===== src/design/tpw_defs.svh =====
// register offsets, field positions, reset values and counter constants of the pwm timer
`ifndef TPW_DEFS_SVH
`define TPW_DEFS_SVH
`define TPW_OFF_CTRL0 8'h00
`define TPW_OFF_MODE 8'h04
`define TPW_OFF_PINCTL 8'h08
`define TPW_OFF_CAPCTL 8'h0C
`define TPW_OFF_EDGECTL 8'h10
`define TPW_OFF_OPT 8'h14
`define TPW_OFF_CNT 8'h18
`define TPW_OFF_CCR0 8'h1C
`define TPW_OFF_CCR1 8'h20
`define TPW_OFF_CCR2 8'h24
`define TPW_OFF_CCR3 8'h28
`define TPW_CE_BIT 7
`define TPW_CTRL0_MASK 8'h87
`define TPW_MODE_PWM 3'h4
`define TPW_EN0_BIT 0
`define TPW_LVL0_BIT 1
`define TPW_RST_BYTE 8'h00
`define TPW_RST_MODE 3'h0
`define TPW_RST_WORD 16'h0000
`define TPW_CNT_IDLE 16'hFFFF
`define TPW_CNT_ZERO 16'h0000
`define TPW_CNT_STEP 16'h0001
`endif


===== src/design/tpw_pkg.sv =====
// types shared by the pwm timer modules
package tpw_pkg;
  typedef enum logic [2:0] {
    TPW_ST_IDLE = 3'b001,
    TPW_ST_WAIT = 3'b010,
    TPW_ST_RUN = 3'b100
  } tpw_state_t;

  typedef struct packed {
    tpw_state_t state;
    logic [7:0] ctrl0;
    logic [2:0] mode;
    logic [7:0] pin_ctl;
    logic [7:0] cap_ctl;
    logic [7:0] edge_ctl;
    logic [7:0] opt;
    logic [3:0][15:0] ccr;
    logic [3:0][15:0] bufs;
    logic [15:0] cnt;
    logic armed;
    logic sq;
    logic moved;
    logic wrap;
    logic [3:0] pins;
    logic period_irq;
    logic [2:0] duty_irq;
    logic [31:0] rdata;
  } tpw_core_t;

  typedef struct packed {
    logic [7:0] div;
  } tpw_pre_t;
endpackage


===== src/design/tpw_prescale.sv =====
// count clock generator: one tick every 2**sel system clocks
`timescale 1ns/1ps
`default_nettype none
module tpw_prescale
  import tpw_pkg::*;
(
  input wire logic sys_clk_i,
  input wire logic reset_i,
  input wire logic ce_i,
  input wire logic restart_i,
  input wire logic [2:0] sel_i,
  output logic tick_o
);
  tpw_pre_t p_q;
  tpw_pre_t p_d;
  logic [7:0] mask;

  assign mask = 8'((9'h001 << sel_i) - 9'h001);
  // gated by ce so a frozen block never sees a tick
  assign tick_o = ce_i && ((p_q.div & mask) == mask);

  always_comb begin
    p_d = p_q;
    if (restart_i) begin
      // restart keeps the first period whole for a new selection
      p_d.div = 8'h00;
    end else begin
      p_d.div = 8'(p_q.div + 8'h01);
    end
    if (!ce_i) begin
      p_d = p_q;
    end
  end

  always_ff @(posedge sys_clk_i) begin
    if (reset_i) begin
      p_q <= '0;
    end else begin
      p_q <= p_d;
    end
  end
endmodule
`default_nettype wire


===== src/design/tpw_chan.sv =====
// one duty channel: active window and match compare against its buffered value
`timescale 1ns/1ps
`default_nettype none
module tpw_chan #(
  parameter int W = 16
) (
  input wire logic [W-1:0] cnt_i,
  input wire logic [W-1:0] cmp_i,
  output logic active_o,
  output logic match_o
);
  // zero never active, period plus one always active
  assign active_o = (cnt_i < cmp_i);
  assign match_o = (cnt_i == cmp_i);
endmodule
`default_nettype wire


===== src/design/tpw_pwm_top.sv =====
// pwm output mode of a 16-bit timer with four compare channels and register port
//
// Behaviour
// mode field 100 selects pwm operation
// count enable starts pwm on channels 1-3
// channel 0 pin toggles once per period
// enable moves counter FFFFH to 0000H, counts up
// period is buffered period value plus one
// active width equals buffered duty value
// compare writes apply only at counter clear
// channel 1 write arms the buffer transfer
// period irq coincides with counter clearing
// duty irq when counter equals duty value
// software writes channel 1 compare last
// software waits period irq before rewriting
// duty zero gives always inactive output
// duty period plus one gives always active
// each pin has own output enable bit
// level select bit inverts channels 1-3
// channel 0 level bit drives disabled pin
// software clears unused channel 0 bits
// counter readable through read-only register
// capture and option registers do nothing
// clock select may change with enable
// active from clear until compare passed
// disabling stops, idles counter, outputs inactive
//
// The implementer's own choices: the strobed register port and the register addresses.
`timescale 1ns/1ps
`default_nettype none
`include "tpw_defs.svh"
module tpw_pwm_top
  import tpw_pkg::*;
(
  input wire logic sys_clk_i,
  input wire logic reset_i,
  input wire logic ce_i,
  input wire logic [7:0] addr_i,
  input wire logic [31:0] wdata_i,
  input wire logic wr_i,
  input wire logic rd_i,
  output logic [31:0] rdata_o,
  output logic square_wave_pin_o,
  output logic [2:0] pwm_output_pin_o,
  output logic period_match_irq_o,
  output logic [2:0] duty_match_irq_o
);
  tpw_core_t s_q;
  tpw_core_t s_d;
  logic tick;
  logic run_req;
  logic [2:0] act;
  logic [2:0] mat;

  function automatic logic [31:0] tpw_zext8(input logic [7:0] v);
    tpw_zext8 = {24'h000000, v};
  endfunction

  function automatic logic [31:0] tpw_zext16(input logic [15:0] v);
    tpw_zext16 = {16'h0000, v};
  endfunction

  // any mode other than pwm keeps this block idle
  assign run_req = s_q.ctrl0[`TPW_CE_BIT] && (s_q.mode == `TPW_MODE_PWM);

  tpw_prescale u_prescale (
    .sys_clk_i(sys_clk_i),
    .reset_i(reset_i),
    .ce_i(ce_i),
    .restart_i(s_q.state == TPW_ST_IDLE),
    .sel_i(s_q.ctrl0[2:0]),
    .tick_o(tick)
  );

  genvar g;
  for (g = 0; g < 3; g++) begin : g_chan
    tpw_chan #(.W(16)) u_chan (
      .cnt_i(s_q.cnt),
      .cmp_i(s_q.bufs[g+1]),
      .active_o(act[g]),
      .match_o(mat[g])
    );
  end

  always_comb begin
    s_d = s_q;
    s_d.rdata = 32'h00000000;
    s_d.moved = 1'b0;
    s_d.wrap = 1'b0;

    if (rd_i) begin
      case (addr_i)
        `TPW_OFF_CTRL0: s_d.rdata = tpw_zext8(s_q.ctrl0);
        `TPW_OFF_MODE: s_d.rdata = tpw_zext8({5'h00, s_q.mode});
        `TPW_OFF_PINCTL: s_d.rdata = tpw_zext8(s_q.pin_ctl);
        `TPW_OFF_CAPCTL: s_d.rdata = tpw_zext8(s_q.cap_ctl);
        `TPW_OFF_EDGECTL: s_d.rdata = tpw_zext8(s_q.edge_ctl);
        `TPW_OFF_OPT: s_d.rdata = tpw_zext8(s_q.opt);
        `TPW_OFF_CNT: s_d.rdata = tpw_zext16(s_q.cnt);
        `TPW_OFF_CCR0: s_d.rdata = tpw_zext16(s_q.ccr[0]);
        `TPW_OFF_CCR1: s_d.rdata = tpw_zext16(s_q.ccr[1]);
        `TPW_OFF_CCR2: s_d.rdata = tpw_zext16(s_q.ccr[2]);
        `TPW_OFF_CCR3: s_d.rdata = tpw_zext16(s_q.ccr[3]);
        default: s_d.rdata = 32'h00000000;
      endcase
    end

    unique case (s_q.state)
      TPW_ST_IDLE: begin
        // stopped: buffers follow the registers so a start uses fresh values
        s_d.cnt = `TPW_CNT_IDLE;
        s_d.bufs = s_q.ccr;
        s_d.sq = 1'b0;
        s_d.armed = 1'b0;
        if (run_req) begin
          s_d.state = TPW_ST_WAIT;
        end
      end
      TPW_ST_WAIT: begin
        if (!run_req) begin
          s_d.state = TPW_ST_IDLE;
        end else if (tick) begin
          s_d.cnt = `TPW_CNT_ZERO;
          s_d.bufs = s_q.ccr;
          s_d.armed = 1'b0;
          s_d.moved = 1'b1;
          s_d.state = TPW_ST_RUN;
        end
      end
      TPW_ST_RUN: begin
        if (!run_req) begin
          s_d.state = TPW_ST_IDLE;
          s_d.cnt = `TPW_CNT_IDLE;
        end else if (tick) begin
          s_d.moved = 1'b1;
          if (s_q.cnt == s_q.bufs[0]) begin
            s_d.cnt = `TPW_CNT_ZERO;
            s_d.wrap = 1'b1;
            s_d.sq = !s_q.sq;
            if (s_q.armed) begin
              s_d.bufs = s_q.ccr;
              s_d.armed = 1'b0;
            end
          end else begin
            s_d.cnt = s_q.cnt + `TPW_CNT_STEP;
          end
        end
      end
    endcase

    // writes last, so an arming write beside a transfer is kept
    if (wr_i) begin
      case (addr_i)
        `TPW_OFF_CTRL0: s_d.ctrl0 = wdata_i[7:0] & `TPW_CTRL0_MASK;
        `TPW_OFF_MODE: s_d.mode = wdata_i[2:0];
        `TPW_OFF_PINCTL: s_d.pin_ctl = wdata_i[7:0];
        // stored and read back only, they steer nothing here
        `TPW_OFF_CAPCTL: s_d.cap_ctl = wdata_i[7:0];
        `TPW_OFF_EDGECTL: s_d.edge_ctl = wdata_i[7:0];
        `TPW_OFF_OPT: s_d.opt = wdata_i[7:0];
        `TPW_OFF_CCR0: s_d.ccr[0] = wdata_i[15:0];
        `TPW_OFF_CCR1: begin
          s_d.ccr[1] = wdata_i[15:0];
          if (s_q.state != TPW_ST_IDLE) begin
            s_d.armed = 1'b1;
          end
        end
        `TPW_OFF_CCR2: s_d.ccr[2] = wdata_i[15:0];
        `TPW_OFF_CCR3: s_d.ccr[3] = wdata_i[15:0];
        default: s_d.armed = s_d.armed;
      endcase
    end

    // outputs follow the counter by one system clock, all alike
    s_d.period_irq = s_q.wrap;
    for (int k = 0; k < 3; k++) begin
      s_d.duty_irq[k] = s_q.moved && (s_q.state == TPW_ST_RUN) && mat[k];
      if (s_q.pin_ctl[2*k+2]) begin
        s_d.pins[k+1] = ((s_q.state == TPW_ST_RUN) && act[k]) ^ s_q.pin_ctl[2*k+3];
      end else begin
        s_d.pins[k+1] = 1'b0;
      end
    end
    if (s_q.pin_ctl[`TPW_EN0_BIT]) begin
      s_d.pins[0] = s_q.sq;
    end else begin
      s_d.pins[0] = s_q.pin_ctl[`TPW_LVL0_BIT];
    end

    if (!ce_i) begin
      s_d = s_q;
    end
  end

  always_ff @(posedge sys_clk_i) begin
    if (reset_i) begin
      s_q.state <= TPW_ST_IDLE;
      s_q.ctrl0 <= `TPW_RST_BYTE;
      s_q.mode <= `TPW_RST_MODE;
      s_q.pin_ctl <= `TPW_RST_BYTE;
      s_q.cap_ctl <= `TPW_RST_BYTE;
      s_q.edge_ctl <= `TPW_RST_BYTE;
      s_q.opt <= `TPW_RST_BYTE;
      s_q.ccr <= {4{`TPW_RST_WORD}};
      s_q.bufs <= {4{`TPW_RST_WORD}};
      s_q.cnt <= `TPW_CNT_IDLE;
      s_q.armed <= 1'b0;
      s_q.sq <= 1'b0;
      s_q.moved <= 1'b0;
      s_q.wrap <= 1'b0;
      s_q.pins <= 4'h0;
      s_q.period_irq <= 1'b0;
      s_q.duty_irq <= 3'h0;
      s_q.rdata <= 32'h00000000;
    end else begin
      s_q <= s_d;
    end
  end

  assign rdata_o = s_q.rdata;
  assign square_wave_pin_o = s_q.pins[0];
  assign pwm_output_pin_o = s_q.pins[3:1];
  assign period_match_irq_o = s_q.period_irq;
  assign duty_match_irq_o = s_q.duty_irq;
endmodule
`default_nettype wire


===== config.mk =====
export PLATFORM = sky130hd
export DESIGN_NAME = tpw_pwm_top
export DESIGN_NICKNAME = d
export VERILOG_FILES = /design/src/design/tpw_pkg.sv /design/src/design/tpw_prescale.sv /design/src/design/tpw_chan.sv /design/src/design/tpw_pwm_top.sv
export VERILOG_INCLUDE_DIRS = /design/src /design/src/design
export SDC_FILE = /design/constraint.sdc
export NUM_CORES = 1
export LEC_CHECK = 0
export ABC_AREA = 1
export BUFFER_PORTS_ARGS = -buffer_cell sky130_fd_sc_hd__buf_2
export CORE_UTILIZATION = 40
export DETAILED_ROUTE_END_ITERATION = 6
export PLACE_DENSITY_LB_ADDON = 0.15
export SYNTH_ARGS = -nofsm -noshare
export SYNTH_HDL_FRONTEND = slang
export SYNTH_SLANG_ARGS = --single-unit
export TNS_END_PERCENT = 100

===== constraint.sdc =====
create_clock -name sys_clk_i -period 2.65 [get_ports sys_clk_i]
set_input_delay 0.3975 -clock sys_clk_i [delete_from_list [all_inputs] [get_ports sys_clk_i]]
set_output_delay 0.3975 -clock sys_clk_i [all_outputs]
set_load 0.02 [all_outputs]

# [Word level (Yosys, flattened, before mapping)]
# Index checks and enable logic that the tools add are counted.
[classes] n_mux=32 n_shift=1 n_reduce_logical=26 n_eq_ne=30 bitwise_logic=4 n_lt_le_gt_ge=3 n_mul=0 add_sub_neg=3 div=0
[op_table] op="81-bit one-hot mux with 3 select lines" n=1
[op_table] op="64-bit two-way mux" n=3
[op_table] op="16-bit one-hot mux with 11 select lines" n=1
[op_table] op="81-bit two-way mux" n=2
[op_table] op="84-bit two-way mux" n=1
[op_table] op="16-bit equality test" n=4
[op_table] op="16-bit less-than comparator" n=3
[op_table] op="8-bit by 5-bit equality test with 1-bit output (second input constant)" n=4
[op_table] op="16-bit two-way mux" n=2
[op_table] op="32-bit two-way mux" n=1
[op_table] op="3-bit AND reduction" n=10
[op_table] op="8-bit by 6-bit equality test with 1-bit output (second input constant)" n=3
[op_table] op="16-bit by 1-bit adder with 16-bit output (second input constant)" n=1
[op_table] op="8-bit by 4-bit equality test with 1-bit output (second input constant)" n=2
[op_table] op="2-bit inequality test (second input constant)" n=8
[op_table] op="3-bit two-way mux" n=4
[op_table] op="1-bit two-way mux" n=11
[op_table] op="1-bit logical AND" n=9
[op_table] op="3-bit one-hot mux with 3 select lines" n=1
[op_table] op="8-bit by 1-bit adder with 8-bit output (second input constant)" n=1
[op_table] op="8-bit AND" n=1
[op_table] op="8-bit by 3-bit equality test with 1-bit output (second input constant)" n=1
[op_table] op="8-bit equality test" n=1
[op_table] op="8-bit zero test" n=1
[op_table] op="other kinds (17)" n=23
[word_totals] ramBits=0 mem_count=0 romBits=0 latch_bits=0 out_inout_bits=40 elab_cells=124 reg_bits=238 in_bits=45

# [Longest topological paths before layout]
# Gate-level depths: netlist of the first run.
[logic_depth] ltp_word=11 mapped_depth=15 mapped_depth_nobuf=13

# [By module]
# From an unflattened synthesis of the first run, not the netlist that was laid out.
[hier_totals] cells_unflattened=1776 area_unflattened_um2=11781.3
[by_module_without_submodules] module="tpw_pwm_top" cells_per_inst=1506 instances=1 seq_area_each_um2=4284.1 area_per_inst_um2=10085.9
[by_module_without_submodules] module="tpw_chan" cells_per_inst=70 instances=3 seq_area_each_um2=0.0 area_per_inst_um2=429.2
[by_module_without_submodules] module="tpw_prescale" cells_per_inst=60 instances=1 seq_area_each_um2=140.1 area_per_inst_um2=407.9

# [Worst setup path before layout of the first run]
# OpenSTA, ideal clock, no wires.
[synth_path] path_kind="input to register" startpoint="input ce_i" endpoint="register s_q[60] in the netlist's numbering" arrival_time_ps=1597 setup_ps=113 required_time_ps=2537 n_path_buf=3 path_slack_ps=940 path_stages=10 cell_sequence="clkbuf_1 -> nand2_1 -> nor2_1 -> nand2_1 -> a21oi_1 -> nand3_2 -> buf_4 -> buf_2 -> nor2_1 -> nor2_1"
[synth_between] elab_chain_cells=3 elab_cells_between_ends=4 cone_classes="eq/ne (2); reduce/logical (2)"
[synth_rtl] item="from (decl)" line_no="tpw_pwm_top.sv:37" text="input wire logic ce_i,"
[synth_rtl] item="1-bit logical AND" line_no="tpw_prescale.sv:20" text="assign tick_o = ce_i && ((p_q.div & mask) == mask);"
[synth_rtl] item="2-bit inequality test (no source line)"
[synth_rtl] item="7-bit AND reduction (no source line) (*)"
[synth_rtl] item="to (decl)" line_no="tpw_pwm_top.sv:48" text="tpw_core_t s_q;"
# Every way passes the cells marked *; elsewhere a longest branch is shown, timed or not.
# A chain may end at the register's enable or synchronous reset.

# [Worst setup path after layout of the first run]
[layout_path] startpoint="register s_q[52] in the netlist's numbering" endpoint="register s_q[94] in the netlist's numbering"
[layout_between] elab_chain_cells=3
[layout_rtl] item="16-bit equality test" line_no="tpw_pwm_top.sv:136" text="if (s_q.cnt == s_q.bufs[0]) begin"
[layout_rtl] item="2-bit inequality test (no source line)"
[layout_rtl] item="7-bit AND reduction (no source line)"
# Every way passes these cells.

==> results.md, run 1 <==
Status:
- The run finished with clean final reports.

Final layout:
- Summing all multi-input logic gate instances after layout gives 5849 um2.
- After routing the design area is 13100 um2.
- Of the cells placed in the final design, the portion with a size suffix greater than 1 is under 10%.
- The area growth from synthesis to layout is 13.44%.
- The filler cells instantiated in the layout total 2964.
- The footprint of the flip-flops and latches is 4424 um2.
- The number of antenna diodes in the final layout is 0.
- The number of nets in the final layout is about 1900.
- The final instance count without filler cells is around 2200.

Power and ir drop:
- The internal power of the cells is between 6000 and 7000 uW.
- The proportion of power drawn by combinational gates is roughly a fifth.
- The net load switching power is around 2700 uW.
- The leakage power figure is between 0.005 and 0.006 uW.
- In this run, flip-flops and latches consume around two fifths of the power.
- The maximum ir drop on the vdd rail is between 400 and 500 uV.
- The power per unit of standard cell area is roughly 730 nW/um2.
- Net switching is between 20% and 30% of the power.
- The share of total power dissipated in the clock network is a little over two fifths.

CTS:
- The clock tree from TritonCTS is yes.
- The number of hold buffers added after cts is 0.
- The clock reaches the later pin of the worst-skew pair after around 530 ps.
- In this run the post-CTS setup repair buffer count came out at 0.
- No sink is reached through more buffers than the 3 on the longest clock path.
- Clock-pin slew was measured on the worst setup and hold paths at about 60 ps.
- The number of buffers added by the clock tree synthesis step is 26.
- In this run the number of H-tree levels came out at 1.
- CTS placed an instance of sky130_fd_sc_hd__clkbuf_16 at the clock tree root.
- The number of gates resized after CTS is 0.
- CTS saw 221 sinks.

Placement:
- After legalization and detailed placement, the total HPWL measured around 25000 um.
- The total instance count after detailed placement is 2146.
- The placer congestion estimate is ~0.86.
- In this run the cell area measured after placement is ~12000 um2.
- The count of buffers added on input and output ports is 52.

Setup path:
- The worst setup path is launched from a flip-flop.
- The required time reported for the critical path endpoint is around 3100 ps.
- The cell with the biggest individual delay on the critical path is sky130_fd_sc_hd__dfxtp_1.
- The worst setup path is captured at a flip-flop.
- Data on the critical path arrives at its endpoint at 2720 ps.
- Counting stages on the worst path, the most repeated cell is sky130_fd_sc_hd__nand2_1.
- The worst setup path is of the flip-flop to flip-flop kind.
- Traced cell by cell, the critical path runs through inv_1 > nand2_1 > nand2_1 > nor2_1 > nand2_1 > nor2_2 > nand2_1 > nand2_2 > nand3_4 > buf_4 > nand2_1 > nand2_1 > nor2_1.
- The peak per-stage delay on the critical path is 670 ps.
- The depth of the worst register-to-register path is 13.
- Along the worst path, the maximum fanout reaches 20.

Logic synthesis:
- The top cell type's share of synthesized area is a little under two fifths.
- The number of flops mapped to enable cells by yosys is 0.
- Counting flops with an async set or reset pin after synthesis yields a share of 0%.
- The commonest cells after synthesis are sky130_fd_sc_hd__nand2_1, sky130_fd_sc_hd__nor2_1, sky130_fd_sc_hd__dfxtp_1.
- Sequential elements use 38.31% of the synthesized area.
- The synthesized netlist occupies a cell area of between 10000 and 15000 um2.
- The post-synthesis area per instance is approximately 6.5 um2.
- Yosys instantiated no cell more often than sky130_fd_sc_hd__nand2_1.
- In this run, synthesis produced a sequential element count of approximately 220.
- Summed over all instances, the cell type with the most area after synthesis is sky130_fd_sc_hd__dfxtp_1.
- The number of distinct library cells after synthesis is 33.
- In the synthesized netlist the dominant register cell turns out to be sky130_fd_sc_hd__dfxtp_1.
- Synthesis handed over a netlist of roughly 1800 instances.
- For this run, the number of Yosys warnings is 0.
- By area the synthesized netlist is led by sky130_fd_sc_hd__dfxtp_1, sky130_fd_sc_hd__nand2_1, sky130_fd_sc_hd__nor2_1.

Floorplan:
- After floorplanning, the core was divided into 61 placement rows.
- The die footprint is a little under 30000 um2.
- In this run the standard cell core region covers 28090 um2.
- The initial utilization of the core area, before any placement, comes to 41.12%.
- The die outline height is about 170 um.
- The x dimension of the die is about 170 um.
- The number of ports placed on the die boundary is 85.

Route:
- The first-pass iteration count of the detailed router is 5.
- The count of nets left with antenna violations once routing finished came out at 0.
- The number of DRC markers after the initial detailed-route iteration is just over 800.
- After detailed routing, the total wire length is 35250 um.
- The average routed wire per standard cell is 16.07 um.
- Detailed routing inserted a total of 10830 vias.
- The per-cell via count in the routed design is 4.936.
- The final routed DRC violation total is 0.

STA:
- Setup repair after global routing left no endpoint under its margin.
- The worst-margin pin slew is slightly below 900 ps.
- The headroom to the max-slew limit is 42.24%.
- Derived from the worst setup path, the maximum achievable clock frequency is about 0.44 GHz.
- Setup violations remaining at the end of the flow were counted as 0.
- The final hold violation count is 0.
- The setup TNS is 0 ps.
- The max-slew violation count came to 0.
- Clock skew on the completed layout was measured at 9.602 ps.
- The worst hold-check slack is roughly 140 ps.
- The final cycle utilization of the critical path is 85.32%.
- The smallest clock period supported by the final layout is computed as between 2000 and 2500 ps.

Global routing:
- The initial antenna violation count is 0.
- The number of global-route vias before repair came to 9551.
- For this run, the total global-route usage over all layers was measured as between 20% and 30%.
- The first global-routing pass estimated ~54000 um of wire.
- The pin count of the biggest net entering global routing is 79.
- Summed over all layers, the global routing overflow is 0.

Min path:
- The path category of the worst min-delay check is input pin to flip-flop.
- Counting instances, the worst hold path has a depth of 3.

Flow run:
- The number of violations of the max-capacitance limit is 0.
## per-layer routing
metal	routed length, um	up-vias	GRT usage [%]
met5	0	-	0
met4	543	0	5.079
met3	1776	35	2.701
met2	15490	247	37.83
met1	17450	4973	34.91
li1	-	5575	-
## stage by stage
| step | utilization (%) | worst slack (ps) | total power [uW] |
|---|---|---|---|
| after detailed placement | 43.16 | 340.8 | 5501 |
| after CTS | 46.65 | 404.5 | 9566 |
| after global routing | 46.65 | 180.0 | 10020 |
| after global placement | 43.16 | 394.5 | 5471 |
| after floorplan | - | 939.8 | 5070 |
| final | 46.65 | 389.1 | 9508 |
## kinds of logic (layout without fill, tap and decap cells)
| logic type | after synthesis | count (layout) | synth area share (%) |
|---|---|---|---|
| and+or+nand+nor | 930 | 930 | 32.39 |
| buffers and inverters | 298 | 331 | 11.62 |
| AOI/OAI and AO/OA | 258 | 258 | 11.47 |
| DFF | 221 | 221 | 38.31 |
| adders and majority gates | 50 | 50 | 5.417 |
| xor gates and xnor gates | 10 | 10 | 0.7583 |
| other | 1 | 16 | 0.03247 |
## layout by cell type (no fill, tap or decap), types with 2 or more instances in the layout
master and instances:
sky130_fd_sc_hd__nand2_1 507, sky130_fd_sc_hd__nor2_1 280, sky130_fd_sc_hd__dfxtp_1 221, sky130_fd_sc_hd__inv_1 169
sky130_fd_sc_hd__a21oi_1 128, sky130_fd_sc_hd__o21ai_0 107, sky130_fd_sc_hd__nand3_1 96, sky130_fd_sc_hd__buf_2 52
sky130_fd_sc_hd__ha_1 50, sky130_fd_sc_hd__buf_4 44, sky130_fd_sc_hd__clkbuf_16 27, sky130_fd_sc_hd__nand4_1 20
sky130_fd_sc_hd__conb_1 16, sky130_fd_sc_hd__inv_2 11, sky130_fd_sc_hd__nor2_2 10, sky130_fd_sc_hd__xor2_1 10
sky130_fd_sc_hd__nor3_1 8, sky130_fd_sc_hd__o22ai_1 7, sky130_fd_sc_hd__o21ai_1 6, sky130_fd_sc_hd__bufinv_16 6
sky130_fd_sc_hd__clkbuf_8 6, sky130_fd_sc_hd__clkbuf_1 5, sky130_fd_sc_hd__buf_12 5, sky130_fd_sc_hd__o21a_1 4
sky130_fd_sc_hd__o211ai_1 3, sky130_fd_sc_hd__o21bai_1 3, sky130_fd_sc_hd__clkinv_2 3, sky130_fd_sc_hd__nor3b_1 2
## power by group through the flow
stage	combinational [uW]	clock, uW	sequential (uW)
after floorplan	1370	0	3700
after global placement	1740	0	3730
after detailed placement	1770	0	3730
after CTS	1780	4120	3660
after global routing	2060	4270	3690
final	1780	4060	3660
## worst max-delay path, delay by kind of cell (launching register included)
kind                   cells  cell delay [ps]
and+or+nand+nor           11             1150
buffers and inverters      2              380
DFF                        1              670
## flip-flops by register name, indices dropped and copies added (netlist names)
| name | flops |
|---|---|
| pwm_output_pin_o | 3 |
| s_q | 190 |
| period_match_irq_o | 1 |
| duty_match_irq_o | 3 |
| square_wave_pin_o | 1 |
| rdata_o | 16 |
| u_prescale.p_q | 7 |
## path summary, 6_finish.rpt
kind | startpoint | end | slack [ps]
worst max-delay path | s_q[52]$_SDFFE_PP1P_ | s_q[94]$_SDFFE_PP0P_ | 390
worst min-delay path | wdata_i[12] | s_q[152]$_SDFFE_PP0P_ | 140
worst max register to register | s_q[52]$_SDFFE_PP1P_ | s_q[94]$_SDFFE_PP0P_ | 390
worst min register to register | s_q[191]$_SDFFE_PP0P_ | s_q[191]$_SDFFE_PP0P_ | 450
## final cells by class
type / instances / share of cell area (%)
clock inverters: 10 / 1.547
multi-input cells: 1264 / 44.64
clock buffers: 38 / 5.930
well taps: 378 / 3.610
inverters: 182 / 5.233
flip-flops and latches: 221 / 33.77
repair buffers: 101 / 5.271
No activity file was read; power rests on OpenSTA's default activity.
==> run 2: changes to the inputs <==
Settings changed: ABC_AREA 1 to not set.
==> run 2 against run 1 <==
Die area grew 3.3%. Routed wire length is 0.71% higher. Clock-buffer cell count up 1. Critical endpoint is now s_q[48]$_SDFFE_PP1P_. Worst setup slack got worse by 79 ps. Cell area up 2.3%. Sequential cell count is the same. Largest cell class unchanged.
==> results.md, run 2 <==
Status:
- The run finished with clean final reports.

Logic synthesis:
- The post-synthesis sequential area ratio is 37.08% (-1.2 points).
- The number of storage elements in the synthesis netlist is 221 (unchanged).
- The synthesized-area fraction occupied by ao, oa, aoi and oai cells came to 16.42% (+5.0 points).
- The number of distinct library cells after synthesis came to 72 (+120%).
- The post-synthesis instance total was 1431 (-19%).
- The top cell type by total area after synthesis is sky130_fd_sc_hd__dfxtp_1.
- The post-synthesis mux area share is 7.257% (+7.3 points).
- The area share of and/or/nand/nor cells after synthesis is 23.69% (-8.7 points).
- Among all flip-flop cells after synthesis, the most frequent one is sky130_fd_sc_hd__dfxtp_1.
- Yosys attributes the largest share of cell area to sky130_fd_sc_hd__dfxtp_1, sky130_fd_sc_hd__nand2_1, sky130_fd_sc_hd__nand2b_1.
- The number of synthesis warnings was 0 (unchanged).
- The area of the mapped netlist came to 11930 um2 (+3.3%).
- The parity-gate share of the synthesized area counting xor and xnor cells is 1.762% (+1.0 points).
- By count the netlist is led by sky130_fd_sc_hd__nand2_1, sky130_fd_sc_hd__dfxtp_1, sky130_fd_sc_hd__a21oi_1.
- The adder and majority cell fraction of the synthesized area is 5.244% (-0.17 points).
- The top cell type's share of synthesized area is 37.08% (-1.2 points).
- The combinational family with the most area after synthesis is simple AND/OR/NAND/NOR gates.
- The post-synthesis area per instance is 8.337 um2 (+28%).
- The number of flops mapped to enable cells by yosys is 0 (unchanged).
- The most common cell in the netlist is sky130_fd_sc_hd__nand2_1.
- The share of synthesized registers carrying an async set or reset came to 0% (unchanged).

Floorplan:
- The number of ports placed on the die boundary is 85 (unchanged).
- The initial cell density of the core is 41.12% (about the same).
- The total number of placement rows came to 62 (+1.6%).
- The die footprint is 30520 um2 (+3.3%).
- The core area is 29010 um2 (+3.3%).
- The die outline height was 174.7 um (+1.6%).
- The x dimension of the die is 174.7 um (+1.6%).

STA:
- The headroom to the max-slew limit is 49.85% (+7.6 points).
- The final hold violation count was 0 (unchanged).
- The final cycle utilization of the critical path is 88.29% (+3.0 points).
- The maximum achievable frequency is 0.4274 GHz (-3.4%).
- The setup violation total in the final timing report is 0 (unchanged).
- The worst-margin pin slew came to 746.7 ps (-118.8 ps).
- The setup TNS is 0 ps (unchanged).
- The clock skew after layout is 17.09 ps (+7.491 ps).
- The clock period minus final worst setup slack is 2340 ps (+78.77 ps).
- The worst-case setup margin in the final layout came to 310.3 ps (-78.77 ps).
- Setup repair after global routing left no endpoint under its margin.
- The max-slew violation count is 0 (unchanged).

Power and ir drop:
- The net load switching power is 1720 uW (-37%).
- The power per unit of standard cell area was 565.4 nW/um2 (-22%).
- The internal power of the cells was 5858 uW (-13%).
- The relative contribution of the clock network to total power is 50.4% (+7.7 points).
- The leakage power figure is 0.004818 uW (-19%).
- The share of total power in sequential cells is 44.1% (+5.6 points).
- The maximum ir drop on the vdd rail is 410.7 uV (-9.8%).
- The proportion of power drawn by combinational gates is 5.5% (-13 points).
- The net switching share of the total power is 22.70% (-6.2 points).

Min path:
- The path category of the worst min-delay check is input pin to flip-flop.

Global routing:
- The initial antenna violation count is 0 (unchanged).
- The pin count of the biggest net entering global routing is 129 (+63%).
- The first-pass GRT wire length came to 56080 um (+3.7%).
- The number of global-route vias before repair is 9569 (+0.19%).
- The aggregate global routing overflow is 0 (unchanged).
- The global routing usage summed across all routing layers was 23.43% (-0.54 points).

Setup path:
- Tracing the worst setup path back leads to its startpoint at s_q[230]$_SDFFE_PP0P_.
- The maximum fanout encountered on the critical timing path came to 9 (-55%).
- The depth of the worst register-to-register path is 6 (-7).
- The critical path endpoint is s_q[48]$_SDFFE_PP1P_.
- The critical path arrival is 2750 ps (+30 ps).
- The internal reg-to-reg setup slack was 310 ps (-80 ps).
- The required time reported for the critical path endpoint was 3060 ps (-50 ps).
- The terminus of the critical flop-to-flop path is s_q[48]$_SDFFE_PP1P_.
- The element type at the critical path start is a flip-flop.
- STA classifies the critical path endpoint as a flip-flop.
- The launch point of the worst reg-to-reg path is s_q[230]$_SDFFE_PP0P_.
- The critical path in this run is classified as flip-flop to flip-flop.

CTS:
- The number of buffers inserted by post-CTS setup repair was 0 (unchanged).
- The H-tree level count came to 1 (unchanged).
- The maximum count of clock buffers along a single path is 3 (unchanged).
- The clock root buffer is sky130_fd_sc_hd__clkbuf_16.
- The clock latency at the later pin of the worst-skew pair was 540 ps (about the same).
- TritonCTS built the clock tree.
- The number of hold buffers added after cts is 0 (unchanged).
- The number of buffers added by the clock tree synthesis step came to 26 (unchanged).
- The number of gates resized after CTS came to 0 (unchanged).
- The CTS clock-pin slew for the worst setup and hold paths is 60 ps (about the same).
- The number of clock sinks is 221 (unchanged).

Route:
- The number of DRC markers after the initial detailed-route iteration is 780 (-5.2%).
- The first-pass iteration count of the detailed router was 5 (unchanged).
- The via count of the routed design is 10030 (-7.4%).
- The remaining number of nets flagged by the antenna check after routing is 0 (unchanged).
- The per-cell via count in the routed design is 5.416 (+9.7%).
- The met3 routed wirelength is 2303 um (+30%).
- The overall routed net length is 35500 um (+0.71%).
- The average routed wire per standard cell is 19.17 um (+19%).
- The detailed-route wire length on metal 1 is 16200 um (-7.1%).
- The met2 layer wire length in the routed design is 16050 um (+3.6%).
- The final routed DRC violation total is 0 (unchanged).
- The uppermost signal routing layer after detailed routing is met4.

Placement:
- The HPWL reported at the end of detailed placement is 25440 um (+3.0%).
- The total instance count after detailed placement is 1805 (-16%).
- The count of buffers from port buffering is 52 (unchanged).
- The worst setup timing slack at the placement stage is 41.85 ps (-298.9 ps).
- The placer congestion estimate is 0.8533 (-0.47%).
- The cell area reported after detailed placement is 12470 um2 (+2.9%).

Final layout:
- The number of antenna repair diodes came to 0 (unchanged).
- The number of filler cells placed in the layout is 2914 (-1.7%).
- The multi-input combinational cell area was 6573 um2 (+12%).
- The number of flip-flops under the largest register name was 190 (unchanged).
- The area growth from synthesis to layout is 12.34%.
- The library cells used most frequently in the layout, excluding fill and tap cells, are sky130_fd_sc_hd__nand2_1, sky130_fd_sc_hd__dfxtp_1, sky130_fd_sc_hd__a21oi_1.
- The final core area utilization is 46.20% (-0.45 points).
- The final instance count without filler cells was 1852 (-16%).
- The library cell used most frequently in the layout, excluding fill and tap cells, is sky130_fd_sc_hd__nand2_1.
- s_q holds more flip-flops than any other register.
- The post-route cell area is 13400 um2 (+2.3%).
- The number of nets in the final layout came to 1544 (-18%).
- The fraction of layout instances using a drive strength above 1 is 12.33% (+2.9 points).
- The footprint of the flip-flops and latches is 4424 um2 (unchanged).

Flow run:
- The number of violations of the max-capacitance limit came to 0 (unchanged).
## run 2: cell count changes after synthesis, moves of 13 or more
| cell | change |
|---|---|
| sky130_fd_sc_hd__o221ai_1 | +15 |
| sky130_fd_sc_hd__nor2_1 | -215 |
| sky130_fd_sc_hd__nand3_1 | -60 |
| sky130_fd_sc_hd__nand2b_1 | +132 |
| sky130_fd_sc_hd__inv_1 | -111 |
| sky130_fd_sc_hd__a21o_1 | +13 |
| sky130_fd_sc_hd__mux2i_1 | +82 |
| sky130_fd_sc_hd__nand2_1 | -284 |
| sky130_fd_sc_hd__a22oi_1 | +48 |
| sky130_fd_sc_hd__and3_1 | +17 |
| sky130_fd_sc_hd__o21ai_0 | -85 |
## run 2: routing by layer
layer	vias up	global-route usage, %
met5	-	0
met1	4684	32.86
met2	351	37.55
met4	0	7.138
li1	4932	-
met3	63	2.698
## run 2: area by class of cell
type	instances	share of cell area, %
multi-input cells	1034	49.04
flip-flops and latches	221	33.01
repair buffers	108	5.872
clock buffers	39	5.741
well taps	384	3.585
inverters	58	1.624
clock inverters	8	1.130
## run 2: per-stage QoR
step | hold WS (ps) | power (uW)
finish | 119.3 | 7579
global route | 123.8 | 7814
CTS | 99.46 | 7656
detailed placement | 435.6 | 3827
global placement | 423.6 | 3827
floorplan | 416.8 | 3730
## run 2: cells by family after synthesis
| group | Yosys count |
|---|---|
| AOI/OAI and AO/OA | 303 |
| xor gates and xnor gates | 24 |
| adders and majority gates | 50 |
| buffers and inverters | 191 |
| DFF | 221 |
| muxes | 86 |
| other | 1 |
| and+or+nand+nor | 555 |
## run 2: worst min path at each step
stage | start | to | slack (ps) | depth (start not counted)
6_report | reset_i | s_q[40]$_SDFFE_PP0P_ | 120 | 2
5_1_grt | wdata_i[15] | s_q[139]$_SDFFE_PP0P_ | 120 | 3
4_1_cts | reset_i | s_q[40]$_SDFFE_PP0P_ | 100 | 2
3_5_place_dp | rdata_o[2]$_SDFFE_PP0P_ | rdata_o[2]$_SDFFE_PP0P_ | 440 | 2
3_3_place_gp | rdata_o[2]$_SDFFE_PP0P_ | rdata_o[2]$_SDFFE_PP0P_ | 420 | 2
2_1_floorplan | rdata_o[2]$_SDFFE_PP0P_ | rdata_o[2]$_SDFFE_PP0P_ | 420 | 2
## run 2: power groups by stage
| stage | combinational, uW | sequential (uW) | clock (uW) |
|---|---|---|---|
| floorplan | 318 | 3410 | 0 |
| global placement | 412 | 3410 | 0 |
| finish | 415 | 3340 | 3820 |
| CTS | 414 | 3340 | 3900 |
| global route | 444 | 3340 | 4030 |
| detailed placement | 413 | 3410 | 0 |
## run 2: critical path, cell delays in order, from the launching register on
cell and delay, ps:
sky130_fd_sc_hd__dfxtp_1 450, sky130_fd_sc_hd__and4bb_1 370, sky130_fd_sc_hd__a21oi_1 190, sky130_fd_sc_hd__nor3_1 330, sky130_fd_sc_hd__nand4_1 440, sky130_fd_sc_hd__o221ai_1 330, sky130_fd_sc_hd__a2bb2oi_1 110
